## src/dhc_pkg.sv

```systemverilog
// Constants and carrier types of the holdover control register bank.
// Assumes one 100 MHz clock shared with the loop core.
package dhc_pkg;
	localparam int DHC_FTW_W   = 30;
	localparam int DHC_CLAMP_W = 20;
	localparam int DHC_TMR_W   = 16;
	localparam int DHC_SUM_W   = 46;
	localparam int DHC_IDX_W   = 11;
	localparam int DHC_NBYTES  = 18;
	localparam logic [10:0] DHC_IDX_FRW_B0  = 11'h400;
	localparam logic [10:0] DHC_IDX_FRW_B1  = 11'h401;
	localparam logic [10:0] DHC_IDX_FRW_B2  = 11'h402;
	localparam logic [10:0] DHC_IDX_FRW_B3  = 11'h403;
	localparam logic [10:0] DHC_IDX_DIV     = 11'h404;
	localparam logic [10:0] DHC_IDX_LOW_B0  = 11'h405;
	localparam logic [10:0] DHC_IDX_LOW_B1  = 11'h406;
	localparam logic [10:0] DHC_IDX_LOW_B2  = 11'h407;
	localparam logic [10:0] DHC_IDX_HIGH_B0 = 11'h408;
	localparam logic [10:0] DHC_IDX_HIGH_B1 = 11'h409;
	localparam logic [10:0] DHC_IDX_HIGH_B2 = 11'h40a;
	localparam logic [10:0] DHC_IDX_TMR_B0  = 11'h40b;
	localparam logic [10:0] DHC_IDX_TMR_B1  = 11'h40c;
	localparam logic [10:0] DHC_IDX_MODE    = 11'h40d;
	localparam logic [10:0] DHC_IDX_PHS_B0  = 11'h40e;
	localparam logic [10:0] DHC_IDX_PHS_B1  = 11'h40f;
	localparam logic [10:0] DHC_IDX_PHS_B2  = 11'h410;
	localparam logic [10:0] DHC_IDX_PHS_B3  = 11'h411;
	localparam logic [10:0] DHC_IDX_STATUS  = 11'h41f;
	localparam logic [7:0] DHC_RST_VAL [DHC_NBYTES] = '{8'h12, 8'h15, 8'h64, 8'h1b, 8'h08,
		8'h51, 8'hb8, 8'h02, 8'h3e, 8'h0a, 8'h0b, 8'h0a, 8'h00, 8'h00, 8'h00, 8'h00, 8'h00, 8'h00};
	localparam logic [7:0] DHC_WR_MASK [DHC_NBYTES] = '{8'hff, 8'hff, 8'hff, 8'h3f, 8'h1f,
		8'hff, 8'hff, 8'h0f, 8'hff, 8'hff, 8'h0f, 8'hff, 8'hff, 8'h1f, 8'hff, 8'hff, 8'hff, 8'h3f};
	localparam int DHC_MODE_FALLBACK = 4;
	localparam int DHC_MODE_PERSIST  = 3;
	localparam logic [4:0] DHC_DIV_MIN  = 5'h04;
	localparam logic [4:0] DHC_DIV_HOLE = 5'h05;
	localparam logic [4:0] DHC_DIV_MAX  = 5'h0f;
	localparam int DHC_STAT_VALID     = 0;
	localparam int DHC_STAT_BUSY      = 1;
	localparam int DHC_STAT_FROM_HIST = 2;
	localparam int DHC_CLK_PERIOD_PS  = 10000;
	localparam int DHC_MS_PS          = 1000000000;
	localparam int DHC_MS_CYCLES      = DHC_MS_PS / DHC_CLK_PERIOD_PS;
	typedef struct packed {
		logic        [DHC_FTW_W-1:0]   freerun;
		logic        [3:0]             osc_div;
		logic        [DHC_CLAMP_W-1:0] pull_low;
		logic        [DHC_CLAMP_W-1:0] pull_high;
		logic        [DHC_TMR_W-1:0]   timer_ms;
		logic                          fallback;
		logic                          persist;
		logic        [2:0]             incr_n;
		logic signed [DHC_FTW_W-1:0]   phase_ps;
	} dhc_cfg_s;
endpackage

```

## src/dhc_seq_div.sv

```systemverilog
// Sequential restoring divider for the history average.
// Assumes a nonzero divisor and starts spaced wider than one division.
`timescale 1ns/1ps
`default_nettype none
module dhc_seq_div
	import dhc_pkg::*;
#(
	parameter int NUM_W = DHC_SUM_W,
	parameter int DEN_W = DHC_TMR_W
) (
	input  wire logic             ref_clk,
	input  wire logic             arst_n,
	input  wire logic             start,
	input  wire logic             abort,
	input  wire logic [NUM_W-1:0] num,
	input  wire logic [DEN_W-1:0] den,
	output logic                  busy,
	output logic                  done,
	output logic      [NUM_W-1:0] quot
);
	typedef enum logic [2:0] {
		DHC_DV_IDLE = 3'b001,
		DHC_DV_RUN  = 3'b010,
		DHC_DV_DONE = 3'b100
	} dhc_div_state_e;
	localparam int CNT_W = $clog2(NUM_W + 1);
	dhc_div_state_e   state_reg;
	logic [CNT_W-1:0] step_reg;
	logic [DEN_W:0]   rem_reg;
	logic [DEN_W-1:0] den_reg;
	logic [DEN_W:0]   rem_sh;
	assign rem_sh = {rem_reg[DEN_W-1:0], quot[NUM_W-1]};
	assign busy   = (state_reg != DHC_DV_IDLE);
	assign done   = (state_reg == DHC_DV_DONE);
	always_ff @(posedge ref_clk or negedge arst_n) begin
		if (!arst_n) begin
			state_reg <= DHC_DV_IDLE;
			step_reg  <= '0;
			rem_reg   <= '0;
			den_reg   <= '0;
			quot      <= '0;
		end else begin
			case (state_reg)
				DHC_DV_IDLE: begin
					if (start && !abort) begin
						state_reg <= DHC_DV_RUN;
						step_reg  <= '0;
						rem_reg   <= '0;
						den_reg   <= den;
						quot      <= num;
					end
				end
				DHC_DV_RUN: begin
					if (rem_sh >= {1'b0, den_reg}) begin
						rem_reg <= rem_sh - {1'b0, den_reg};
						quot    <= {quot[NUM_W-2:0], 1'b1};
					end else begin
						rem_reg <= rem_sh;
						quot    <= {quot[NUM_W-2:0], 1'b0};
					end
					step_reg <= step_reg + 1'b1;
					if (abort) begin
						state_reg <= DHC_DV_IDLE;
					end else if (step_reg == CNT_W'(NUM_W - 1)) begin
						state_reg <= DHC_DV_DONE;
					end
				end
				DHC_DV_DONE: state_reg <= DHC_DV_IDLE;
				default:     state_reg <= DHC_DV_IDLE;
			endcase
		end
	end
endmodule // dhc_seq_div
`default_nettype wire

```

## src/dhc_hist_avg.sv

```systemverilog
// Tuning word history: accumulates one sample per millisecond tick outside holdover.
// Assumes a divider that finishes well within one tick.
`timescale 1ns/1ps
`default_nettype none
module dhc_hist_avg
	import dhc_pkg::*;
(
	input  wire logic                 ref_clk,
	input  wire logic                 arst_n,
	input  wire logic                 tick,
	input  wire logic                 holdover,
	input  wire logic                 ref_switch,
	input  wire logic [DHC_FTW_W-1:0] loop_word,
	input  wire logic [DHC_TMR_W-1:0] timer_ms,
	input  wire logic [2:0]           incr_n,
	input  wire logic                 persist,
	input  wire logic                 div_done,
	input  wire logic [DHC_FTW_W-1:0] div_quot,
	output logic                      div_start,
	output logic                      div_abort,
	output logic      [DHC_SUM_W-1:0] div_num,
	output logic      [DHC_TMR_W-1:0] div_den,
	output logic      [DHC_FTW_W-1:0] avg_word,
	output logic                      hist_valid
);
	logic [DHC_SUM_W-1:0] sum_reg;
	logic [DHC_SUM_W-1:0] sum_next;
	logic [DHC_TMR_W-1:0] cnt_reg;
	logic [DHC_TMR_W-1:0] el_next;
	logic                 first_reg;
	logic                 sample;
	logic                 full;
	logic                 early;
	assign sample    = tick && !holdover;
	assign sum_next  = sum_reg + DHC_SUM_W'(loop_word);
	assign el_next   = cnt_reg + 1'b1;
	assign full      = (el_next >= timer_ms);
	assign div_abort = ref_switch && !persist;
	always_comb begin
		early = 1'b0;
		for (int k = 1; k <= 7; k++) begin
			if (k <= int'(incr_n) && first_reg && (timer_ms >> k) != '0
				&& el_next == (timer_ms >> k)) begin
				early = 1'b1;
			end
		end
	end
	always_ff @(posedge ref_clk or negedge arst_n) begin
		if (!arst_n) begin
			sum_reg   <= '0;
			cnt_reg   <= '0;
			first_reg <= 1'b1;
			div_start <= 1'b0;
			div_num   <= '0;
			div_den   <= '0;
		end else begin
			div_start <= sample && !ref_switch && (full || early);
			div_num   <= sum_next;
			div_den   <= el_next;
			if (ref_switch) begin
				sum_reg   <= '0;
				cnt_reg   <= '0;
				first_reg <= 1'b1;
			end else if (sample && full) begin
				sum_reg   <= '0;
				cnt_reg   <= '0;
				first_reg <= 1'b0;
			end else if (sample) begin
				sum_reg <= sum_next;
				cnt_reg <= el_next;
			end
		end
	end
	always_ff @(posedge ref_clk or negedge arst_n) begin
		if (!arst_n) begin
			hist_valid <= 1'b0;
			avg_word   <= '0;
		end else if (div_abort) begin
			hist_valid <= 1'b0;
		end else if (div_done) begin
			hist_valid <= 1'b1;
			avg_word   <= div_quot;
		end
	end
	AST_NO_EARLY_AT_ZERO: assert property (@(posedge ref_clk) disable iff (!arst_n)
		sample && incr_n == 3'h0 && !full |=> !div_start)
		else $error("history updated early with incremental average off");
	AST_FULL_UPDATE: assert property (@(posedge ref_clk) disable iff (!arst_n)
		sample && full && !ref_switch |=> div_start && div_den == $past(el_next))
		else $error("full interval did not start an average");
endmodule // dhc_hist_avg
`default_nettype wire

```

## src/dhc_holdover_ctrl.sv

```systemverilog
// Holdover and free-run control bank of the first digital loop, APB slave.
// Assumes the loop core runs on ref_clk and feeds loop_word in that domain.
//
// Summary of operation
// Thirty-bit free-run word in four bytes.
// Divider code 4 or 6-15; reset 8.
// Twenty-bit lower pull-in limit, three bytes.
// Twenty-bit upper pull-in limit, three bytes.
// Sixteen-bit history timer in ms, reset 10.
// Averaged loop word used during holdover.
// Software never writes zero history timer.
// No history: bit 4 picks fallback word.
// Reference switch clears history unless persistent.
// Early updates at 1/2 to 1/2^N.
// Signed thirty-bit fixed phase offset in ps.
// Multi-byte settings apply as one word.
`timescale 1ns/1ps
`default_nettype none
module dhc_holdover_ctrl
	import dhc_pkg::*;
#(
	parameter int MS_CYCLES = DHC_MS_CYCLES,
	parameter int ADDR_W    = 13
) (
	input  wire logic                 ref_clk,
	input  wire logic                 arst_n,
	input  wire logic                 psel,
	input  wire logic                 penable,
	input  wire logic                 pwrite,
	input  wire logic [ADDR_W-1:0]    paddr,
	input  wire logic [31:0]          pwdata,
	output logic      [31:0]          prdata,
	output logic                      pready,
	output logic                      pslverr,
	input  wire logic [DHC_FTW_W-1:0] loop_word,
	input  wire logic                 ref_switch,
	input  wire logic                 holdover,
	output dhc_cfg_s                  cfg,
	output logic      [DHC_FTW_W-1:0] holdover_word,
	output logic                      hist_valid
);
	// ----------------------------------------------------------------
	// Declarations
	// ----------------------------------------------------------------
	localparam int MS_W    = $clog2(MS_CYCLES);
	localparam int SL_FRW  = int'(DHC_IDX_FRW_B0 - DHC_IDX_FRW_B0);
	localparam int SL_LOW  = int'(DHC_IDX_LOW_B0 - DHC_IDX_FRW_B0);
	localparam int SL_HIGH = int'(DHC_IDX_HIGH_B0 - DHC_IDX_FRW_B0);
	localparam int SL_TMR  = int'(DHC_IDX_TMR_B0 - DHC_IDX_FRW_B0);
	localparam int SL_PHS  = int'(DHC_IDX_PHS_B0 - DHC_IDX_FRW_B0);

	logic [DHC_IDX_W-1:0] idx;
	logic [DHC_IDX_W-1:0] slot;
	logic                 in_bank;
	logic                 is_status;
	logic                 access;
	logic                 xfer;
	logic                 div_bad;
	logic                 wr_en;
	logic                 bus_err;
	logic [7:0]           wbyte;
	logic [7:0]           rd_byte;
	logic [7:0]           status_byte;
	logic [7:0]           stage_reg [DHC_NBYTES];
	logic [MS_W-1:0]      ms_cnt_reg;
	logic                 tick_reg;
	logic [DHC_FTW_W-1:0] last_loop_reg;
	logic                 from_hist_reg;
	logic [DHC_FTW_W-1:0] avg_word;
	logic                 div_start;
	logic                 div_abort;
	logic                 div_busy;
	logic                 div_done;
	logic [DHC_SUM_W-1:0] div_num;
	logic [DHC_SUM_W-1:0] div_quot;
	logic [DHC_TMR_W-1:0] div_den;

	// ----------------------------------------------------------------
	// APB decode
	// ----------------------------------------------------------------
	// Each byte register sits in the low lane of its own word.
	assign idx       = DHC_IDX_W'(paddr[ADDR_W-1:2]);
	assign slot      = idx - DHC_IDX_FRW_B0;
	assign in_bank   = (idx >= DHC_IDX_FRW_B0) && (idx <= DHC_IDX_PHS_B3);
	assign is_status = (idx == DHC_IDX_STATUS);
	assign access    = psel && penable;
	assign xfer      = access && pready;
	assign wbyte     = pwdata[7:0] & (in_bank ? DHC_WR_MASK[slot[4:0]] : 8'h00);
	assign div_bad   = (wbyte[4:0] < DHC_DIV_MIN) || (wbyte[4:0] == DHC_DIV_HOLE)
		|| (wbyte[4:0] > DHC_DIV_MAX);
	// An invalid divider code is refused whole rather than stored.
	assign wr_en     = xfer && pwrite && in_bank && !(idx == DHC_IDX_DIV && div_bad);
	assign bus_err   = (!in_bank && !is_status) || (pwrite && is_status)
		|| (pwrite && idx == DHC_IDX_DIV && div_bad);

	assign status_byte = {5'h00, from_hist_reg, div_busy, hist_valid};
	assign rd_byte     = in_bank ? stage_reg[slot[4:0]] : (is_status ? status_byte : 8'h00);

	// ----------------------------------------------------------------
	// Bus answer
	// ----------------------------------------------------------------
	// One wait state keeps read data coming straight from a flop.
	always_ff @(posedge ref_clk or negedge arst_n) begin
		if (!arst_n) begin
			pready  <= 1'b0;
			pslverr <= 1'b0;
			prdata  <= '0;
		end else begin
			pready  <= access && !pready;
			pslverr <= access && !pready && bus_err;
			if (access && !pready && !pwrite) begin
				prdata <= {24'h000000, rd_byte};
			end else begin
				prdata <= '0;
			end
		end
	end

	// ----------------------------------------------------------------
	// Staging bytes
	// ----------------------------------------------------------------
	// Reserved bits are masked on the way in, so they always read zero.
	generate
		for (genvar g = 0; g < DHC_NBYTES; g++) begin : g_stage
			always_ff @(posedge ref_clk or negedge arst_n) begin
				if (!arst_n) begin
					stage_reg[g] <= DHC_RST_VAL[g];
				end else if (wr_en && slot == DHC_IDX_W'(g)) begin
					stage_reg[g] <= wbyte;
				end
			end
		end
	endgenerate

	// ----------------------------------------------------------------
	// Working settings
	// ----------------------------------------------------------------
	// The loop only sees a group when its top byte lands, so software
	// must write low bytes first and the top byte last.
	always_ff @(posedge ref_clk or negedge arst_n) begin
		if (!arst_n) begin
			cfg.freerun   <= {DHC_RST_VAL[SL_FRW+3][5:0], DHC_RST_VAL[SL_FRW+2],
				DHC_RST_VAL[SL_FRW+1], DHC_RST_VAL[SL_FRW]};
			cfg.osc_div   <= DHC_RST_VAL[SL_LOW-1][3:0];
			cfg.pull_low  <= {DHC_RST_VAL[SL_LOW+2][3:0], DHC_RST_VAL[SL_LOW+1],
				DHC_RST_VAL[SL_LOW]};
			cfg.pull_high <= {DHC_RST_VAL[SL_HIGH+2][3:0], DHC_RST_VAL[SL_HIGH+1],
				DHC_RST_VAL[SL_HIGH]};
			cfg.timer_ms  <= {DHC_RST_VAL[SL_TMR+1], DHC_RST_VAL[SL_TMR]};
			cfg.fallback  <= DHC_RST_VAL[SL_TMR+2][DHC_MODE_FALLBACK];
			cfg.persist   <= DHC_RST_VAL[SL_TMR+2][DHC_MODE_PERSIST];
			cfg.incr_n    <= DHC_RST_VAL[SL_TMR+2][2:0];
			cfg.phase_ps  <= {DHC_RST_VAL[SL_PHS+3][5:0], DHC_RST_VAL[SL_PHS+2],
				DHC_RST_VAL[SL_PHS+1], DHC_RST_VAL[SL_PHS]};
		end else if (wr_en) begin
			case (idx)
				DHC_IDX_FRW_B3: begin
					cfg.freerun <= {wbyte[5:0], stage_reg[SL_FRW+2],
						stage_reg[SL_FRW+1], stage_reg[SL_FRW]};
				end
				DHC_IDX_DIV: begin
					cfg.osc_div <= wbyte[3:0];
				end
				DHC_IDX_LOW_B2: begin
					cfg.pull_low <= {wbyte[3:0], stage_reg[SL_LOW+1],
						stage_reg[SL_LOW]};
				end
				DHC_IDX_HIGH_B2: begin
					cfg.pull_high <= {wbyte[3:0], stage_reg[SL_HIGH+1],
						stage_reg[SL_HIGH]};
				end
				DHC_IDX_TMR_B1: begin
					// A zero interval would end every interval after a single sample, so it is not applied.
					if ({wbyte, stage_reg[SL_TMR]} != 16'h0000) begin
						cfg.timer_ms <= {wbyte, stage_reg[SL_TMR]};
					end
				end
				DHC_IDX_MODE: begin
					cfg.fallback <= wbyte[DHC_MODE_FALLBACK];
					cfg.persist  <= wbyte[DHC_MODE_PERSIST];
					cfg.incr_n   <= wbyte[2:0];
				end
				DHC_IDX_PHS_B3: begin
					cfg.phase_ps <= {wbyte[5:0], stage_reg[SL_PHS+2],
						stage_reg[SL_PHS+1], stage_reg[SL_PHS]};
				end
				default: begin
				end
			endcase
		end
	end

	// ----------------------------------------------------------------
	// Millisecond tick
	// ----------------------------------------------------------------
	always_ff @(posedge ref_clk or negedge arst_n) begin
		if (!arst_n) begin
			ms_cnt_reg <= '0;
			tick_reg   <= 1'b0;
		end else if (ms_cnt_reg == MS_W'(MS_CYCLES - 1)) begin
			ms_cnt_reg <= '0;
			tick_reg   <= 1'b1;
		end else begin
			ms_cnt_reg <= ms_cnt_reg + 1'b1;
			tick_reg   <= 1'b0;
		end
	end

	// ----------------------------------------------------------------
	// History and holdover word
	// ----------------------------------------------------------------
	dhc_hist_avg u_hist (
		.ref_clk    (ref_clk),
		.arst_n     (arst_n),
		.tick       (tick_reg),
		.holdover   (holdover),
		.ref_switch (ref_switch),
		.loop_word  (loop_word),
		.timer_ms   (cfg.timer_ms),
		.incr_n     (cfg.incr_n),
		.persist    (cfg.persist),
		.div_done   (div_done),
		.div_quot   (div_quot[DHC_FTW_W-1:0]),
		.div_start  (div_start),
		.div_abort  (div_abort),
		.div_num    (div_num),
		.div_den    (div_den),
		.avg_word   (avg_word),
		.hist_valid (hist_valid)
	);

	dhc_seq_div #(
		.NUM_W (DHC_SUM_W),
		.DEN_W (DHC_TMR_W)
	) u_div (
		.ref_clk (ref_clk),
		.arst_n  (arst_n),
		.start   (div_start),
		.abort   (div_abort),
		.num     (div_num),
		.den     (div_den),
		.busy    (div_busy),
		.done    (div_done),
		.quot    (div_quot)
	);

	// The last loop word is frozen in holdover, when the loop no longer tracks.
	always_ff @(posedge ref_clk or negedge arst_n) begin
		if (!arst_n) begin
			last_loop_reg <= '0;
			from_hist_reg <= 1'b0;
			holdover_word <= '0;
		end else begin
			if (!holdover) begin
				last_loop_reg <= loop_word;
			end
			from_hist_reg <= hist_valid;
			if (hist_valid) begin
				holdover_word <= avg_word;
			end else if (cfg.fallback) begin
				holdover_word <= last_loop_reg;
			end else begin
				holdover_word <= cfg.freerun;
			end
		end
	end

	// ----------------------------------------------------------------
	// Checks
	// ----------------------------------------------------------------
	AST_FRW_RESERVED: assert property (@(posedge ref_clk) disable iff (!arst_n)
		xfer && !pwrite && idx == DHC_IDX_FRW_B3 |-> prdata[7:6] == 2'b00)
		else $error("free-run top byte reserved bits read nonzero");
	AST_DIV_LEGAL: assert property (@(posedge ref_clk) disable iff (!arst_n)
		cfg.osc_div >= DHC_DIV_MIN[3:0] && cfg.osc_div != DHC_DIV_HOLE[3:0])
		else $error("oscillator divider holds an invalid code");
	AST_LOW_COHERENT: assert property (@(posedge ref_clk) disable iff (!arst_n)
		$changed(cfg.pull_low) |-> $past(wr_en) && $past(idx) == DHC_IDX_LOW_B2)
		else $error("lower clamp changed without its top byte write");
	AST_HIGH_RESERVED: assert property (@(posedge ref_clk) disable iff (!arst_n)
		xfer && !pwrite && idx == DHC_IDX_HIGH_B2 |-> prdata[7:4] == 4'h0)
		else $error("upper clamp reserved nibble read nonzero");
	AST_TIMER_NONZERO: assert property (@(posedge ref_clk) disable iff (!arst_n)
		cfg.timer_ms != 16'h0000)
		else $error("history timer became zero");
	AST_FALLBACK_SEL: assert property (@(posedge ref_clk) disable iff (!arst_n)
		!hist_valid && !cfg.fallback |=> holdover_word == $past(cfg.freerun))
		else $error("holdover word did not fall back to free-run word");
	AST_SWITCH_CLEARS: assert property (@(posedge ref_clk) disable iff (!arst_n)
		ref_switch && !cfg.persist |=> !hist_valid ##1 !from_hist_reg)
		else $error("history survived a non-persistent reference switch");
	AST_FRW_COHERENT: assert property (@(posedge ref_clk) disable iff (!arst_n)
		wr_en && idx != DHC_IDX_FRW_B3 |=> $stable(cfg.freerun))
		else $error("free-run word moved on a partial write");
	AST_PHASE_APPLY: assert property (@(posedge ref_clk) disable iff (!arst_n)
		wr_en && idx == DHC_IDX_PHS_B3 |=> cfg.phase_ps[29:24] == $past(pwdata[5:0]))
		else $error("phase offset top bits not applied");
	AST_APB_WAIT: assert property (@(posedge ref_clk) disable iff (!arst_n)
		access && !pready |=> pready ##1 !pready)
		else $error("bus answer not given after one wait state");

	COV_HIST_VALID: cover property (@(posedge ref_clk) disable iff (!arst_n)
		$rose(hist_valid));
	COV_DIV_REFUSED: cover property (@(posedge ref_clk) disable iff (!arst_n)
		xfer && pwrite && idx == DHC_IDX_DIV && pslverr);
	COV_EARLY_UPDATE: cover property (@(posedge ref_clk) disable iff (!arst_n)
		div_start && cfg.incr_n != 3'h0 && !hist_valid);
	COV_HOLD_FALLBACK: cover property (@(posedge ref_clk) disable iff (!arst_n)
		holdover && !hist_valid && cfg.fallback);
endmodule // dhc_holdover_ctrl
`default_nettype wire

```

## config.mk

```make
export PLATFORM = sky130hd
export DESIGN_NAME = dhc_holdover_ctrl
export DESIGN_NICKNAME = d
export VERILOG_FILES = /design/src/dhc_pkg.sv /design/src/dhc_seq_div.sv /design/src/dhc_hist_avg.sv /design/src/dhc_holdover_ctrl.sv
export SDC_FILE = /design/constraint.sdc
export NUM_CORES = 1
export LEC_CHECK = 0
export BUFFER_PORTS_ARGS = -buffer_cell sky130_fd_sc_hd__buf_2
export CELL_PAD_IN_SITES_DETAIL_PLACEMENT = 0
export CELL_PAD_IN_SITES_GLOBAL_PLACEMENT = 1
export CORE_ASPECT_RATIO = 2
export CORE_MARGIN = 2
export CORE_UTILIZATION = 48
export DETAILED_ROUTE_END_ITERATION = 7
export PLACE_DENSITY_LB_ADDON = 0.1
export SETUP_SLACK_MARGIN = 0.3
export SLEW_MARGIN = 20
export SYNTH_ARGS = -nofsm -noshare
export SYNTH_HDL_FRONTEND = slang
export SYNTH_SLANG_ARGS = --single-unit
```

## constraint.sdc

```tcl
create_clock -name ref_clk -period 5.2 [get_ports ref_clk]
set_clock_uncertainty 0.05 [all_clocks]
set_input_delay 0.52 -clock ref_clk [delete_from_list [all_inputs] [get_ports ref_clk]]
set_output_delay 0.52 -clock ref_clk [all_outputs]
set_load 0.01 [all_outputs]
```

==> results.sh <==
export IMPL_post_route_min_period_ns=4.69
export IMPL_grt_usage_pct=27.9
export IMPL_max_cap_violations=0
export IMPL_core_mm2=0.0591
export IMPL_antenna_found_initial=2
export IMPL_ys_ff_latch=579
export IMPL_start_kind="flip-flop"
export IMPL_path_delay_family="simple AND/OR/NAND/NOR gates"
export IMPL_ant_nets=0
export IMPL_synth_cell_types=98
export IMPL_initial_utilization_pct=48.6
export IMPL_p_clk_share_pct=45.1
export IMPL_insertion_delay_ns=0.62
export IMPL_die_area_mm2=0.0620
export IMPL_path_max_fanout=12
export IMPL_finalSetupViolations=0
export IMPL_netSwitchingPower_mw=2.16
export IMPL_ys_flop_type="dfrtp_1"
export IMPL_crit_path_cell_trace="nand4_4, nor3_2, xnor2_1, inv_1, ha_1, a21o_1, a211o_1, o2111ai_1, nand2_1, o221a_2, nand2b_1, or4_1, o211ai_1"
export IMPL_synth_area_leader_cell="dfrtp_1"
export IMPL_syn_inst=2687
export IMPL_largest_register_ffs=144
export IMPL_cts_buffers=52
export IMPL_async_reset_ff_share_pct=100
export IMPL_wl_um=84900
export IMPL_cts_htree_levels=2
export IMPL_path_clk_slew_ns=0.07
export IMPL_ir_drop_v=0.000288
export IMPL_ios=272
export IMPL_tightestPinTransition_ns=0.973
export IMPL_layout_nets=2988
export IMPL_syn_cell_area_mm2=0.0287
export IMPL_required_ns=5.66
export IMPL_crit_buf_inv=1
export IMPL_critical_path_max_stage_delay_ns=0.68
export IMPL_port_buffers=221
export IMPL_dpl_cell_area_mm2=0.0304
export IMPL_crit_type="reg2reg"
export IMPL_syn_avg_cell_area_um2=10.7
export IMPL_multi_input_area_mm2=0.0130
export IMPL_status="finished clean"
export IMPL_finalCritPeriodShare_pct=90.2
export IMPL_cts_sinks=579
export IMPL_firstDrtPassIters=7
export IMPL_antenna_cells=0
export IMPL_num_rows=126
export IMPL_p_int_mw=7.18
export IMPL_dp_hpwl_um=62100
export IMPL_die_w_um=177
export IMPL_grt_remaining_overflow=0
export IMPL_cts_root_buf="clkbuf_16"
export IMPL_rsz0062_at_grt="no"
export IMPL_cts_tree="yes"
export IMPL_p_per_area_mw_per_mm2=289
export IMPL_synth_edf_count=0
export IMPL_fillCellCount=5259
export IMPL_globalplace_congestion=1.01
export IMPL_grt_pass1_vias=21700
export IMPL_combPwrFrac_pct=5.3
export IMPL_cp_slowest_cell="dfrtp_1"
export IMPL_p_sw_share_pct=23.1
export IMPL_synth_most_common_cell="dfrtp_1"
export IMPL_synthTopCellsByArea="dfrtp_1, mux2_2, dfstp_2"
export IMPL_dieHeight_um=350
export IMPL_hp_class="in2reg"
export IMPL_vias=21100
export IMPL_maxSlewHeadroom_pct=34.9
export IMPL_syn_to_final_growth_pct=12.4
export IMPL_drt_wirelength_per_cell_um=23.3
export IMPL_clockBufferDepth=3
export IMPL_drc=0
export IMPL_grt_first_pass_wirelength_um=132000
export IMPL_finalHoldViolCount=0
export IMPL_yosys_top_cells_count="dfrtp_1, nand2_1, o21ai_0"
export IMPL_drive_gt1_share_pct=23.0
export IMPL_yosysTopAreaCellShare_pct=45.3
export IMPL_viasPerCell=5.78
export IMPL_register_area_mm2=0.0146
export IMPL_critPathArrivalTime_ns=5.15
export IMPL_p_leak_nw=15.3
export IMPL_synth_warnings=0
export IMPL_endpoint_kind="flip-flop"
export IMPL_setup_tns_ns=0
export IMPL_grt_max_degree=127
export IMPL_postCtsSetupBuffers=0
export IMPL_slew_violations=0
export IMPL_final_area_mm2=0.0323
export IMPL_p_seq_share_pct=49.6
export IMPL_clock_fmax_mhz=213
export IMPL_drt_iter0_markers=1275
export IMPL_ys_seq_area_share_pct=50.7
-- cell type report --
cell class / count / area share, %
sequential: 579 / 45.1
multi-input combinational: 1845 / 40.1
timing repair buffer: 283 / 5.18
clock buffer: 74 / 4.75
tap: 768 / 2.97
clock inverter: 22 / 1.03
inverter: 71 / 0.825
-- power groups by stage --
stage	clock, mW	combinational (mW)	sequential (mW)
finish	4.21	0.498	4.63
global route	4.46	0.559	4.64
CTS	4.31	0.506	4.63
detailed placement	0	0.501	4.71
global placement	0	0.491	4.71
floorplan	0	0.294	4.70
-- placed cells by master, fill, tap and decap left out, types with 14 or more instances in the layout --
master	n
a22o_1	21
dfstp_2	59
nor2_1	177
o211ai_1	15
xnor2_1	93
and2_1	22
dfrtp_1	517
nand4_1	29
a21oi_1	74
nand3_1	66
mux2_2	146
a21o_1	25
clkbuf_16	53
o21ai_0	275
mux2i_1	54
ha_1	72
buf_4	55
nand2_1	308
conb_1	24
mux4_2	40
xor2_1	40
inv_1	67
nand2b_1	14
and3_1	20
buf_2	220
nor3_1	27
o22ai_1	56
-- final timing paths --
kind	depth (start not counted)	start	slack, ns	end
max in group asynchronous	3	arst_n	3.25	u_hist.cnt_reg[2]$_DFFE_PN0P_
hold reg to reg	2	u_hist.div_den[0]$_DFF_PN0_	0.40	u_div.den_reg[0]$_DFFE_PN0P_
min in group asynchronous	2	arst_n	0.47	holdover_word[5]$_DFF_PN0_
setup / recovery	13	u_hist.cnt_reg[3]$_DFFE_PN0P_	0.51	u_hist.sum_reg[34]$_DFFE_PN0P_
setup reg to reg	13	u_hist.cnt_reg[3]$_DFFE_PN0P_	0.51	u_hist.sum_reg[34]$_DFFE_PN0P_
hold / removal	2	loop_word[2]	0.12	last_loop_reg[2]$_DFFE_PN0N_
-- repair_timing --
item,4_1_cts,5_1_grt
endpoints found under the setup margin,0,1
hold buffers,1,0
resized for setup,0,1
endpoints found under the hold margin,100,0
-- cell families after synthesis --
| kind of cell | count (synthesis) | synth area share, % |
|---|---|---|
| simple gates | 753 | 12.3 |
| other cells | 1 | 0.0130 |
| xor+xnor | 150 | 5.34 |
| flops | 579 | 50.7 |
| fa+ha+maj | 74 | 3.27 |
| compound gates | 599 | 12.9 |
| mux | 245 | 10.9 |
| buf+inv | 286 | 4.62 |
-- stage by stage --
stage	total power, mW	hold slack (ns)	util, %	cells	worst slack, ns
2_1_floorplan	5.00	0.174	-	2710	1.38
3_3_place_gp	5.20	0.378	51.4	3543	0.669
3_5_place_dp	5.21	0.385	51.5	3545	0.566
4_1_cts	9.45	0.0909	54.6	3642	0.540
5_1_grt	9.66	0.116	54.6	3642	0.312
6_report	9.34	0.122	54.6	3642	0.511
-- layer usage --
layer / share of wire [%] / GRT usage [%]
met3: 4.0 / 3.41
met5: 0.019 / 0
met4: 7.1 / 17.3
met2: 51 / 49.4
met1: 38 / 31.8
Power figures use the tool's default switching activity.
